`src/verilog/irq_share_pkg.sv`:
```
package irq_share_pkg;
	// control register bit positions
	localparam int CTL_TIMER_BIT   = 0;
	localparam int CTL_COUNTER_BIT = 1;
	localparam int CTL_EXT_BIT     = 2;
	localparam int CTL_REARM_BIT   = 7;
	// status register bit positions
	localparam int STS_TIMER_BIT   = 4;
	localparam int STS_COUNTER_BIT = 5;
	localparam int STS_EXT_BIT     = 6;
	// enable bits kept in the control register (bits 0..2)
	localparam int ENABLE_W        = 3;
	localparam logic [ENABLE_W-1:0] ENABLE_RESET = 3'h0;
	// register select index on address lines 15..12
	localparam logic [3:0] REG_INT_CONTROL = 4'hC;
	localparam logic [3:0] REG_INT_STATUS  = 4'hC;
	// fixed card pattern on address lines 9..1 (base 02E2)
	localparam logic [8:0] CARD_PATTERN    = 9'h171;
	// global re-arm window 02F3..02F7
	localparam logic [15:0] GLOBAL_REARM_LO = 16'h02F3;
	localparam logic [15:0] GLOBAL_REARM_HI = 16'h02F7;
	// pulse length in system clock cycles
	localparam int PULSE_CYCLES    = 2;
	localparam logic [1:0] PULSE_LAST = 2'(PULSE_CYCLES - 1);
	typedef enum logic [1:0] {
		ST_ARMED   = 2'b00,
		ST_PULSE   = 2'b01,
		ST_BLOCKED = 2'b10
	} arm_state_t;
endpackage : irq_share_pkg

```
`src/verilog/sync3.sv`:
```
`timescale 1ns/100ps
module sync3 (
	// clock and reset
	input  wire logic ref_clk_in,
	input  wire logic nrst_in,
	// level
	input  wire logic async_in,
	output logic      level_out
);
	typedef struct packed {
		logic [2:0] sh;
		logic       lvl;
	} sync_t;
	sync_t r;
	sync_t next_r;
	always_comb begin
		next_r = r;
		next_r.sh = {r.sh[1:0], async_in};
		// accept a change only when stages two and three agree
		if (r.sh[2] == r.sh[1]) begin
			next_r.lvl = r.sh[2];
		end
	end
	always_ff @(posedge ref_clk_in or negedge nrst_in) begin
		if (!nrst_in) begin
			r <= '0;
		end else begin
			r <= next_r;
		end
	end
	assign level_out = r.lvl;
endmodule // sync3

```
`src/verilog/shared_irq.sv`:
```
`timescale 1ns/100ps
// Behaviour
// - four sources, each masked by software before raising interrupts
// - control bit 0 enables the cascaded timer source
// - control bit 1 enables the 16-bit counter source
// - control bit 2 enables external request together with end of conversion
// - control bit 3 reserved, bits 4-6 unused; no function
// - writing one to control bit 7 re-arms this card
// - board reset clears the whole control register
// - status bits 0-2 echo enables, bit 3 zero; bit 7 reads zero
// - status bit 4 is the live second timer stage level
// - status bit 5 is the live counter output level
// - status bit 6 is external request OR end of conversion
// - sources ANDed with enables, ORed into one trigger
// - trigger drives the request line low for two clocks
// - driver floats outside the pulse so cards share the line
// - any low on the shared line blocks further pulses until re-armed
// - re-arm on local bit OR global clear
// - local re-arm honoured only when card select bits match
// - write to level address 02F3..02F7 re-arms globally; data ignored
// - output level chosen by board switch, IRQ3 to IRQ7
// - timer source is the second cascaded stage output
// - board reset is the inverse of the host reset drive
module shared_irq
	import irq_share_pkg::*;
(
	// clock and reset
	input  wire logic        ref_clk_in,
	input  wire logic        nrst_in,
	// host i/o bus
	input  wire logic [15:0] io_addr_in,
	input  wire logic [7:0]  io_wdata_in,
	input  wire logic        io_wr_in,
	input  wire logic        io_rd_in,
	output logic      [7:0]  io_rdata_out,
	output logic             io_rdata_oe_out,
	// board straps
	input  wire logic [1:0]  card_number_in,
	input  wire logic [2:0]  level_select_switch_in,
	// interrupt sources
	input  wire logic        timer_stage2_in,
	input  wire logic        counter_out_in,
	input  wire logic        ext_req_n_in,
	input  wire logic        adc_eoc_in,
	// shared request lines, IRQ3..IRQ7
	input  wire logic [4:0]  irq_line_in,
	output logic      [4:0]  irq_line_out,
	output logic      [4:0]  irq_line_oe_out
);
	typedef struct packed {
		logic [ENABLE_W-1:0] enable;
		arm_state_t          state;
		logic [1:0]          pulse_cnt;
		logic [2:0]          level_sel;
		logic                level_taken;
		logic                line_prev;
		logic [7:0]          rdata;
		logic                rd_oe;
	} state_t;

	state_t r;
	state_t next_r;

	// filtered source levels, all active high
	logic        timer_src_level;
	logic        counter_src_level;
	logic        ext_req_sync;
	logic        eoc_sync;
	logic        ext_src_level;
	logic [2:0]  src_masked;
	logic        trigger;
	// host bus decode
	logic        card_hit;
	logic        ctl_wr;
	logic        sts_rd;
	logic        local_rearm;
	logic        global_rearm;
	logic        rearm;
	logic [15:0] level_rearm_addr;
	logic [7:0]  status_byte;
	// shared lines after the filter, high while a line is held low
	logic [4:0]  line_low_sync;
	logic [4:0]  level_mask;
	logic        line_low;
	logic        line_fell;

	// external pins pass the three-stage filter
	sync3 u_sync_timer (
		.ref_clk_in (ref_clk_in),
		.nrst_in    (nrst_in),
		.async_in   (timer_stage2_in),
		.level_out  (timer_src_level)
	);
	sync3 u_sync_counter (
		.ref_clk_in (ref_clk_in),
		.nrst_in    (nrst_in),
		.async_in   (counter_out_in),
		.level_out  (counter_src_level)
	);
	// request pin idles high; inverted ahead of the filter so the cleared
	// filter reads as idle and no false request shows right after reset
	sync3 u_sync_ext (
		.ref_clk_in (ref_clk_in),
		.nrst_in    (nrst_in),
		.async_in   (~ext_req_n_in),
		.level_out  (ext_req_sync)
	);
	sync3 u_sync_eoc (
		.ref_clk_in (ref_clk_in),
		.nrst_in    (nrst_in),
		.async_in   (adc_eoc_in),
		.level_out  (eoc_sync)
	);

	// shared lines idle high; inverted for the same reason, otherwise the
	// filter leaving reset would look like a falling line and block the card
	sync3 u_sync_irq3 (
		.ref_clk_in (ref_clk_in),
		.nrst_in    (nrst_in),
		.async_in   (~irq_line_in[0]),
		.level_out  (line_low_sync[0])
	);
	sync3 u_sync_irq4 (
		.ref_clk_in (ref_clk_in),
		.nrst_in    (nrst_in),
		.async_in   (~irq_line_in[1]),
		.level_out  (line_low_sync[1])
	);
	sync3 u_sync_irq5 (
		.ref_clk_in (ref_clk_in),
		.nrst_in    (nrst_in),
		.async_in   (~irq_line_in[2]),
		.level_out  (line_low_sync[2])
	);
	sync3 u_sync_irq6 (
		.ref_clk_in (ref_clk_in),
		.nrst_in    (nrst_in),
		.async_in   (~irq_line_in[3]),
		.level_out  (line_low_sync[3])
	);
	sync3 u_sync_irq7 (
		.ref_clk_in (ref_clk_in),
		.nrst_in    (nrst_in),
		.async_in   (~irq_line_in[4]),
		.level_out  (line_low_sync[4])
	);

	assign ext_src_level = ext_req_sync | eoc_sync;

	// card select: fixed pattern on the low lines, adapter number above it
	always_comb begin
		card_hit = 1'b0;
		if (io_addr_in[9:1] == CARD_PATTERN && io_addr_in[11:10] == card_number_in) begin
			card_hit = 1'b1;
		end
	end

	// register select; control and status share one word, split by direction
	always_comb begin
		ctl_wr = 1'b0;
		sts_rd = 1'b0;
		if (card_hit && io_addr_in[15:12] == REG_INT_CONTROL && io_wr_in) begin
			ctl_wr = 1'b1;
		end else if (card_hit && io_addr_in[15:12] == REG_INT_STATUS && io_rd_in) begin
			sts_rd = 1'b1;
		end
	end

	assign local_rearm  = ctl_wr & io_wdata_in[CTL_REARM_BIT];
	// each level owns one address of the window, lowest level at the bottom
	assign level_rearm_addr = GLOBAL_REARM_LO + 16'(r.level_sel);
	// data value is irrelevant for the global clear; no card select applies
	assign global_rearm = io_wr_in
		&& r.level_taken
		&& io_addr_in >= GLOBAL_REARM_LO
		&& io_addr_in <= GLOBAL_REARM_HI
		&& io_addr_in == level_rearm_addr;
	assign rearm = local_rearm | global_rearm;

	// each enable gates its own source; any mix may be enabled at once
	assign src_masked[CTL_TIMER_BIT] = r.enable[CTL_TIMER_BIT]
		& timer_src_level;
	assign src_masked[CTL_COUNTER_BIT] = r.enable[CTL_COUNTER_BIT]
		& counter_src_level;
	assign src_masked[CTL_EXT_BIT] = r.enable[CTL_EXT_BIT]
		& ext_src_level;
	assign trigger = |src_masked;

	always_comb begin
		status_byte = 8'h00;
		status_byte[ENABLE_W-1:0] = r.enable;
		status_byte[STS_TIMER_BIT] = timer_src_level;
		status_byte[STS_COUNTER_BIT] = counter_src_level;
		status_byte[STS_EXT_BIT] = ext_src_level;
	end

	// one-hot level from the captured switch code, lowest level in bit 0
	always_comb begin
		if (r.level_sel == 3'h0) begin
			level_mask = 5'h01;
		end else if (r.level_sel == 3'h1) begin
			level_mask = 5'h02;
		end else if (r.level_sel == 3'h2) begin
			level_mask = 5'h04;
		end else if (r.level_sel == 3'h3) begin
			level_mask = 5'h08;
		end else begin
			level_mask = 5'h10;
		end
	end

	// only the selected level is watched, and only once the switch is taken
	assign line_low = |(line_low_sync & level_mask) & r.level_taken;
	assign line_fell = line_low & ~r.line_prev;

	always_comb begin
		next_r = r;
		// switch is sampled once after reset release; must be set before install
		if (!r.level_taken) begin
			if (level_select_switch_in > 3'h4) begin
				next_r.level_sel = 3'h4;
			end else begin
				next_r.level_sel = level_select_switch_in;
			end
			next_r.level_taken = 1'b1;
		end
		if (ctl_wr) begin
			// bits 3..6 have no storage
			next_r.enable = io_wdata_in[ENABLE_W-1:0];
		end
		next_r.rd_oe = sts_rd;
		if (sts_rd) begin
			next_r.rdata = status_byte;
		end
		next_r.line_prev = line_low;
		case (r.state)
			ST_ARMED: begin
				if (line_fell) begin
					next_r.state = ST_BLOCKED;
				end else if (trigger && r.level_taken) begin
					next_r.state = ST_PULSE;
					next_r.pulse_cnt = 2'h0;
				end
			end
			ST_PULSE: begin
				if (r.pulse_cnt == PULSE_LAST) begin
					// own pulse also blocks, as any low on the line does
					next_r.state = ST_BLOCKED;
				end else begin
					next_r.pulse_cnt = r.pulse_cnt + 2'h1;
				end
			end
			ST_BLOCKED: begin
				// a fresh low on the line in the re-arm cycle keeps the block
				if (rearm && !line_fell) begin
					next_r.state = ST_ARMED;
				end
			end
			default: begin
				next_r.state = ST_BLOCKED;
			end
		endcase
	end

	// nrst_in is the board reset, already the inverse of host reset drive
	always_ff @(posedge ref_clk_in or negedge nrst_in) begin
		if (!nrst_in) begin
			r.enable <= ENABLE_RESET;
			r.state <= ST_ARMED;
			r.pulse_cnt <= '0;
			r.level_sel <= '0;
			r.level_taken <= 1'b0;
			r.line_prev <= 1'b0;
			r.rdata <= '0;
			r.rd_oe <= 1'b0;
		end else begin
			r <= next_r;
		end
	end

	always_comb begin
		irq_line_out = 5'h00;
		irq_line_oe_out = 5'h00;
		if (r.state == ST_PULSE) begin
			// drive low only; the enable drops and the line floats otherwise
			irq_line_oe_out = level_mask;
		end
	end

	assign io_rdata_out = r.rdata;
	assign io_rdata_oe_out = r.rd_oe;
endmodule // shared_irq

```
`config.mk`:
```
export PLATFORM = sky130hd
export DESIGN_NAME = shared_irq
export DESIGN_NICKNAME = d
export VERILOG_FILES = /design/src/verilog/irq_share_pkg.sv /design/src/verilog/sync3.sv /design/src/verilog/shared_irq.sv
export SDC_FILE = /design/constraint.sdc
export NUM_CORES = 1
export LEC_CHECK = 0
export BUFFER_PORTS_ARGS = -buffer_cell sky130_fd_sc_hd__buf_2
export CELL_PAD_IN_SITES_DETAIL_PLACEMENT = 0
export CELL_PAD_IN_SITES_GLOBAL_PLACEMENT = 1
export CORE_UTILIZATION = 45
export CTS_BUF_LIST = sky130_fd_sc_hd__clkbuf_4
export CTS_CLUSTER_DIAMETER = 50
export DETAILED_ROUTE_END_ITERATION = 7
export PLACE_DENSITY_LB_ADDON = 0.1
export SYNTH_ARGS = -nofsm -noshare
export SYNTH_HDL_FRONTEND = slang
export SYNTH_SLANG_ARGS = --single-unit
```
`constraint.sdc`:
```
create_clock -name ref_clk_in -period 4.09 [get_ports ref_clk_in]
set_input_delay 0.409 -clock ref_clk_in [delete_from_list [all_inputs] [get_ports ref_clk_in]]
set_output_delay 0.409 -clock ref_clk_in [all_outputs]
set_load 0.01 [all_outputs]
```
# [Yosys cells after proc, flatten, opt, wreduce, memory -nomap -nowiden]
# Index checks and enable logic that the tools add are counted.
[classes] n_lt_le_gt_ge=3 n_eq_ne=25 bitwise=16 muxes=18 n_reduce_logical=18 add_sub_neg=2
[op_table] operator="2-to-1 mux 5 bit" n=5
[op_table] operator="== test 16 x 11 -> 1 bit" n=1
[op_table] operator="greater-or-equal comparator 16 x 10 -> 1 bit (second input constant)" n=1
[op_table] operator="less-or-equal comparator 16 x 10 -> 1 bit (second input constant)" n=1
[op_table] operator="adder 10 x 3 -> 11 bit (first input constant)" n=1
[op_table] operator="logical AND 1 bit" n=10
[op_table] operator="2-to-1 mux 2 bit" n=5
[op_table] operator="inequality test 2 bit (second input constant)" n=5
[op_table] operator="== test 1 bit" n=9
[op_table] operator="== test 9 bit (second input constant)" n=1
[op_table] operator="NOT 1 bit" n=7
[op_table] operator="bitwise AND 1 bit" n=6
[op_table] operator="== test 3 x 2 -> 1 bit (second input constant)" n=2
[op_table] operator="one-hot mux 2 bit (3 select lines)" n=1
[op_table] operator="bitwise AND 5 bit" n=1
[op_table] operator="OR reduction 5 bit" n=1
[op_table] operator="== test 2 x 1 -> 1 bit (second input constant)" n=2
[op_table] operator="== test 4 bit (second input constant)" n=1
[op_table] operator="2-to-1 mux 1 bit" n=4
[op_table] operator="2-to-1 mux 4 bit" n=1
[op_table] operator="one-hot mux 2 bit (2 select lines)" n=1
[op_table] operator="AND reduction 4 bit" n=1
[op_table] operator="== test 3 x 1 -> 1 bit (second input constant)" n=1
[op_table] operator="> comparator 3 bit (second input constant)" n=1
[op_table] operator="12 further kinds" n=13
[word_totals] word_cells=108 register_bits=55 input_bits=42 output_inout_bits=19

# [Depth between registers and ports, before layout]
# Gate-level depths: netlist (run 1).
[logic_depth] depth_word=13 mapped_depth=7 ltp_nobuf=7

# [Modules after synthesis]
# Synthesis (run 1) repeated with hierarchy kept, for this count alone.
[unflattened] cells_unflattened=180 hier_area_um2=2264.7
[modules_own_cells] module="shared_irq" seq_area_each_um2=475.5 n_inst=1 cells_per_inst=135 area_per_inst_um2=1262.5
[modules_own_cells] module="sync3" seq_area_each_um2=100.1 n_inst=9 cells_per_inst=5 area_per_inst_um2=111.4

# [Worst setup path after synthesis (run 1)]
# OpenSTA, ideal clock, no wires.
[synth_path] path_kind="input -> register" start="input card_number_in[1]" end="register r[18] (netlist bit)" path_stages=4 setup_ns=0.125 path_buffers=0 required_time_ns=3.965 t_arrival_ns=1.761 slack_ns=2.204 path_cell_list="xor2_1 or4_4 or3_4 mux2_4"
[synth_via] elab_chain_cells=6
[synth_rtl] item="from (decl)" line_no="shared_irq.sv:38" text="input wire logic [1:0] card_number_in,"
[synth_rtl] item="== test 2 bit" line_no="shared_irq.sv:153" text="if (io_addr_in[9:1] == CARD_PATTERN && io_addr_in[11:10] == card_number_in) begin"
[synth_rtl] item="logical AND 1 bit" line_no="shared_irq.sv:153"
[synth_rtl] item="2-to-1 mux 1 bit" line_no="shared_irq.sv:153"
[synth_rtl] item="logical AND 1 bit (2 in a row)" line_no="shared_irq.sv:162" text="if (card_hit && io_addr_in[15:12] == REG_INT_CONTROL && io_wr_in) begin"
[synth_rtl] item="2-to-1 mux 1 bit" line_no="shared_irq.sv:162"
[synth_rtl] item="to (signal assigned)" line_no="shared_irq.sv:277" text="r <= next_r;"
[synth_rtl] item="to (decl)" line_no="shared_irq.sv:61" text="state_t r;"
# No other way between the ends.
# A chain may end at the register's enable or synchronous reset.

# [Final worst setup path (run 1)]
[layout_path] start="register r[12] (netlist bit)" end="output irq_line_oe_out[2]"
[layout_via] elab_chain_cells=5 word_cells_on_any_way=7 cone_classes="eq/ne: 2; mux: 4; reduce/logical: 1"
[layout_rtl] item="== test 3 x 2 -> 1 bit" line_no="shared_irq.sv:203" text="end else if (r.level_sel == 3'h2) begin"
[layout_rtl] item="2-to-1 mux 5 bit" line_no="shared_irq.sv:203"
[layout_rtl] item="2-to-1 mux 5 bit" line_no="shared_irq.sv:201" text="end else if (r.level_sel == 3'h1) begin"
[layout_rtl] item="2-to-1 mux 5 bit (*)" line_no="shared_irq.sv:199" text="if (r.level_sel == 3'h0) begin"
[layout_rtl] item="2-to-1 mux 5 bit (*)" line_no="shared_irq.sv:284" text="if (r.state == ST_PULSE) begin"
[layout_rtl] item="to (decl)" line_no="shared_irq.sv:48" text="output logic [4:0] irq_line_oe_out"
# Every way passes the cells marked *; elsewhere a longest branch is shown, timed or not.

==> results of run 1 <==
-- Yosys cell counts --
cell type  instances
dfrtp_1           55
buf_4             13
inv_1             13
maj3_1             9
nand2_1            9
nor2_1             7
ha_1               6
mux2_2             6
o21ai_0            6
nand3b_1           5
a21oi_1            4
a31oi_1            3
mux2_4             3
nor3_1             3
a211o_1            2
and3_1             2
conb_1             2
nand2b_1           2
nor2b_1            2
o22ai_1            2
xor2_1             2
a2111o_1           1
a21o_1             1
a22oi_1            1
and2_0             1
and2_1             1
and4b_1            1
clkbuf_1           1
mux2i_1            1
nand3_1            1
nand3_2            1
nand4_1            1
nand4b_1           1
nor3b_1            1
nor4_1             1
nor4b_1            1
nor4bb_1           1
o2111ai_1          1
o31a_2             1
o31ai_1            1
or3_4              1
or4_4              1
xnor2_1            1
-- cells in the final DEF (no fill, tap or decap), types with 3 or more instances in the layout --
cell type,instances
nor3_1,3
buf_2,49
mux2_2,6
ha_1,6
mux2_4,3
nand2_1,9
dfrtp_1,55
nor2_1,7
conb_1,8
maj3_1,9
o21ai_0,6
nand3b_1,5
a21oi_1,4
clkbuf_4,6
a31oi_1,3
inv_1,13
-- layout make-up --
cell class / instances / area (µm²)
timing repair buffer: 49 / 245
multi-input combinational: 102 / 753
tap: 67 / 83.8
fill: 430 / 2220
clock inverter: 2 / 12.5
sequential: 55 / 1380
inverter: 13 / 48.8
clock buffer: 6 / 45.0
-- stage by stage --
stage,power (mW),utilization
after global routing,0.947,0.536
after floorplan,0.641,-
final,0.901,0.536
after CTS,0.914,0.536
after global placement,0.674,0.524
after detailed placement,0.680,0.524
-- per-layer routing --
| layer | routed length (µm) | GRT usage | vias to the layer above |
|---|---|---|---|
| li1 | - | - | 686 |
| met1 | 1650 | 0.172 | 672 |
| met2 | 1850 | 0.273 | 47 |
| met3 | 200 | 0.0442 | 6 |
| met4 | 57 | 0.0719 | 0 |
| met5 | 0 | 0 | - |
-- flip-flops by register name, indices dropped and copies added, names as in the netlist, 2 cells and up --
signal and flops:
u_sync_irq3.next_r 2, u_sync_irq5.next_r 2, u_sync_timer.next_r 2, u_sync_ext.next_r 2, u_sync_eoc.next_r 2, u_sync_irq4.next_r 2, u_sync_irq7.next_r 2, u_sync_counter.next_r 2
io_rdata_out 6, r 12, u_sync_irq6.next_r 2
-- kinds of logic (layout without fill, tap and decap cells) --
logic type	after synthesis	after routing
other	2	8
AND/OR/NAND/NOR	43	43
adder cells (fa/ha/maj)	15	15
XOR/XNOR	3	3
flip-flops	55	55
AO/OA/AOI/OAI	23	23
multiplexers	10	10
buffers and inverters	27	70
-- worst min-delay path by stage --
| stage | depth (start not counted) | slack, ns | startpoint | to |
|---|---|---|---|---|
| 6_report | 1 | 0.15 | timer_stage2_in | u_sync_timer.next_r[2] |
| 5_1_grt | 1 | 0.11 | timer_stage2_in | u_sync_timer.next_r[2] |
| 4_1_cts | 1 | 0.12 | timer_stage2_in | u_sync_timer.next_r[2] |
| 3_5_place_dp | 0 | 0.33 | u_sync_irq7.next_r[2] | u_sync_irq7.next_r[3] |
| 3_3_place_gp | 0 | 0.33 | u_sync_irq7.next_r[2] | u_sync_irq7.next_r[3] |
| 2_1_floorplan | 0 | 0.11 | nrst_in | io_rdata_oe_out |
-- power breakdown --
group,total [mW],internal [mW],switching (mW)
clock,0.233,0.0734,0.159
combinational,0.0805,0.0363,0.0442
sequential,0.588,0.570,0.0174
==> run metrics, run 1 <==
Reg2Reg Setup Slack 2.03 ns; Final Critical Period 2.17 ns; Syn Inst Count 178; pwr dens 351 nW/µm²; CP startpoint r[12]; Post-CTS Setup Inserts 0; IO Port Bufs 49; Yosys top cell by area dfrtp_1; Max clock buf depth 2; Setup crit start kind flip-flop; endpoint class of the critical path output port; grt total ovfl 0; WL/cell 12.8 µm; FP Rows 25; Placed Cells 286; Die X 72.8 µm; RSZ-0062 raised after global routing false; Simple-Gate Fraction of Synth Area 0.114; Post-Synth Adder-Cell Area 0.0732; synthesis-to-finish area growth 13.6%; Crit Path Category flip-flop to output port; capturing point of the worst reg2reg path r[16]; Fin. Hold Viols 0; hold_buf cts 0; first-pass GRT wire length 6.13 mm; post-synthesis cell type count 43; Final period util 0.530; IO Pins 61; drt pass-1 iters 4; fin. max-slew vios 0; crit path max fanout 6; WP buf/inv 2; routability cong. 0.732; max_cap viols 0; share of layout cells above drive strength 1 0.308; crit path DAT 1.76 ns; Sink Count 55; Post-Synth XOR/XNOR Area 0.0116; normalized max-slew margin 0.225; H-tree depth 2; Synth area leaders dfrtp_1 (61%), buf_4 (4.3%), maj3_1 (4.0%), ha_1 (3.3%), mux2_2 (3.0%); Worst path slowest cell dfrtp_1; Levels on crit path 5; Routed Antenna Nets 0; worst reg2reg startpoint r[11]; clk slew on worst S/H paths 0.15 ns; post-synthesis compound-gate area fraction 0.0671; Synth top area share 0.610; sequential fraction of the synthesis area 0.610; multiplexer share of the synthesized area 0.0543; cell chain of the critical path inv_1, ha_1, nor2_1, and3_1, buf_2; Layout Nets 274; Post-CTS Resized 0; Worst Tran Pin Value 1.16 ns; static leakage 1.25 nW; vias in the first global route 1,450; DR iter-0 viols 77; Final HPWL DP 2.80 mm; VDD IR max 0.232 mV; Clk Latency, worst-skew pair 0.36 ns; Worst Setup EP irq_line_oe_out[2]; slowest stage delay, CP 0.42 ns; CTS tree done; fin cells 294; worst hold path type primary input to flip-flop; Die ar. 5300 µm²; final instance area 2560 µm²; Yosys warnings 0; worst setup margin 1.92 ns; CP required 3.68 ns; core outline area 4790 µm²; endpoints failing setup 0; largest net degree at the start of global routing 56; Die Ht 72.8 µm; clock skew 0.00555 ns; Mean Syn Cell Area 12.7 µm²; # DRC 0; Inserted Clock Buffers 5; CP delay by family, top simple AND/OR/NAND/NOR gates; status complete, no violations; Post-Route Setup TNS 0 ns; DP Area 2510 µm²; worst hold margin 0.146 ns; final WL 3.76 mm; GR Util All Layers 0.155; # diodes 0; Vias/cell 4.80; Root Buffer clkbuf_4; initial antenna violation count 0; #FFs+latches synth 55; Place WS 2.04 ns; Initial Utilization 0.472; via count 1,411; worst-case reg-to-reg path depth 7; largest family of logic cells by synthesized area simple AND/OR/NAND/NOR gates; Synth Cell Area 2260 µm²; Peak Freq 461 MHz
No activity file was read; power rests on OpenSTA's default activity.
==> run 2: changes to the inputs <==
--- a/config.mk
+++ b/config.mk
@@ -8,7 +8,7 @@
 export BUFFER_PORTS_ARGS = -buffer_cell sky130_fd_sc_hd__buf_2
 export CELL_PAD_IN_SITES_DETAIL_PLACEMENT = 0
 export CELL_PAD_IN_SITES_GLOBAL_PLACEMENT = 1
-export CORE_UTILIZATION = 45
+export CORE_UTILIZATION = 38
 export CTS_BUF_LIST = sky130_fd_sc_hd__clkbuf_4
 export CTS_CLUSTER_DIAMETER = 50
 export DETAILED_ROUTE_END_ITERATION = 7
==> constraint.sdc (replaced) <==
create_clock -name ref_clk_in -period 1.85 [get_ports ref_clk_in]
set_input_delay 0.185 -clock ref_clk_in [delete_from_list [all_inputs] [get_ports ref_clk_in]]
set_output_delay 0.185 -clock ref_clk_in [all_outputs]
set_load 0.01 [all_outputs]
==> run 2 against run 1 <==
Global-route usage is 1.0 points lower. Register-to-register slack lost 2.0 ns. Flip-flop and latch count stayed put. Largest power group unchanged. Sequential power increased by 120%. Die area grew 18%. Utilization down 2.1 points. Total power up 130%. Combinational power rose to 3.5 times the previous value. Wire length increased by 12%. Cell count rose by 9.5%.
==> run metrics, run 2 (synthesized netlist as in run 1, its figures left out) <==
clk slew on worst S/H paths 0.15 ns (about the same); max reg flops 12 (unchanged); Biggest register r; commonest non-fill, non-tap cell in the layout dfrtp_1; IO Port Bufs 49 (unchanged); Die X 79.1 µm (+8.6%); Initial Utilization 0.402 (-0.0691); worst hold path type primary input to flip-flop; crit path DAT 1.64 ns (-0.12 ns); initial antenna violation count 0 (unchanged); Die ar. 6250 µm² (+18%); FP Rows 27 (+8.0%); endpoints failing setup 0 (unchanged); Fin. Hold Viols 0 (unchanged); met1 Use GR 0.162 (-0.0108); GRT busiest layer met2; first-pass GRT wire length 6.93 mm (+13%); Vias/cell 4.74 (-1.3%); routing usage on met2 0.266 (-0.00759); normalized max-slew margin 0.557 (+0.332); synthesis-to-finish area growth 27.8%; Root Buffer clkbuf_4; Setup crit start kind flip-flop; Multi-input gate area 847 µm² (+12%); Max clock buf depth 2 (unchanged); CTS tree done; Sink Count 55 (unchanged); static leakage 1.37 nW (+9.2%); DP Area 2580 µm² (+2.9%); max_cap viols 0 (unchanged); grt total ovfl 0 (unchanged); global routing usage on met3 0.0391 (-0.00512); register area 1380 µm² (about the same); H-tree depth 2 (unchanged); Post-Route Setup TNS 0 ns (unchanged); pwr dens 732 nW/µm² (+110%); Worst Tran Pin Value 0.664 ns (-0.498 ns); Die Ht 79.1 µm (+8.6%); via count 1,526 (+8.2%); Clk Latency, worst-skew pair 0.36 ns (about the same); Routed Antenna Nets 0 (unchanged); Final Critical Period 1.82 ns; Layout Nets 297 (+8.4%); worst hold margin 0.0353 ns (-0.111 ns); # diodes 0 (unchanged); most frequent cells in the layout dfrtp_1 (54), buf_2 (49), inv_1 (11), dlygate4sd3_1 (11); Final Power 2.11 mW (+130%); Crit Path Category flip-flop to output port; endpoint class of the critical path output port; routability cong. 0.760 (+3.8%); final WL 4.20 mm (+12%); IO Pins 61 (unchanged); Final period util 0.986; # DRC 0 (unchanged); VDD IR max 0.606 mV (+160%); core outline area 5610 µm² (+17%); RSZ-0062 raised after global routing true; status complete, no violations; DR iter-0 viols 43 (-44%); share of layout cells above drive strength 1 0.380 (+0.0716); final instance area 2890 µm² (+12%); Fillers 530 (+23%); largest net degree at the start of global routing 56 (unchanged); Inserted Clock Buffers 5 (unchanged); vias in the first global route 1,585 (+9.3%); WL/cell 13.0 µm (+1.9%); CP required 1.66 ns (-2.02 ns); clock skew 0.0104 ns (+0.00484 ns); fin. max-slew vios 0 (unchanged); crit path max fanout 3 (-3); GR Util All Layers 0.144 (-0.0102); Final HPWL DP 3.02 mm (+8.0%); drt pass-1 iters 4 (unchanged); Peak Freq 548 MHz
run 2: cell types whose count changed in the layout (fill, tap and decap cells not counted), moves of 2 or more:
cell | before | now
inv_1 | 13 | 11
ha_1 | 6 | 2
o21ai_1 | 0 | 3
dlygate4sd3_1 | 0 | 11
ha_4 | 0 | 4
a31oi_1 | 3 | 1
buf_4 | 0 | 8
inv_2 | 0 | 2
o21ai_0 | 6 | 3
buf_6 | 0 | 4
run 2: timing repair:
action | 4_1_cts | 5_1_grt
resized for setup | 10 | 16
pin swaps | 3 | 9
setup endpoints to repair | 8 | 8
hold endpoints to repair | 64 | 1
setup buffers | 2 | 1
cloned | 0 | 0
hold buffers | 10 | 1
run 2: path summary, 6_finish.rpt:
| path | depth (start not counted) | startpoint | slack (ns) | end |
|---|---|---|---|---|
| max | 8 | r[12] | 0.03 | irq_line_oe_out[4] |
| min reg2reg | 0 | u_sync_ext.next_r[2] | 0.37 | u_sync_ext.next_r[3] |
| min | 2 | io_wdata_in[1] | 0.04 | r[19] |
| max in group asynchronous | 3 | nrst_in | 0.92 | r[12] |
| min in group asynchronous | 3 | nrst_in | 0.45 | u_sync_irq5.next_r[3] |
| max reg2reg | 6 | r[12] | 0.06 | r[16] |
run 2: layout make-up:
type / count / area share
flip-flops and latches: 55 / 0.477
inverters: 13 / 0.0169
clock buffers: 6 / 0.0156
clock inverters: 2 / 0.00564
multi-input cells: 102 / 0.294
repair buffers: 72 / 0.160
well taps: 72 / 0.0312
run 2: stage by stage:
step                setup WS [ns]  utilization  instances
CTS                      -0.00924        0.499        320
global route              -0.0760        0.515        322
finish                     0.0255        0.515        322
floorplan                  0.0474            -        184
detailed placement        -0.0815        0.460        300
global placement          -0.0153        0.460        300
run 2: power by group:
group,internal (mW),leakage (nW),switching (mW)
Clock,0.169,0.0323,0.360
Sequential,1.26,0.666,0.0420
Combinational,0.152,0.669,0.128
Total,1.58,1.37,0.530
run 2: routing by layer:
metal | wire length [µm] | vias to the layer above
met2 | 2160 | 46
li1 | - | 730
met4 | 60 | 0
met1 | 1750 | 743
met3 | 228 | 7
met5 | 0 | -
run 2: worst max-delay path, stage by stage (launching register included):
cell and delay (ns):
dfrtp_2 0.44, inv_2 0.07, buf_6 0.13, ha_4 0.17, nor2_4 0.09, buf_6 0.11
a21oi_2 0.04, nor2_1 0.11, buf_2 0.14
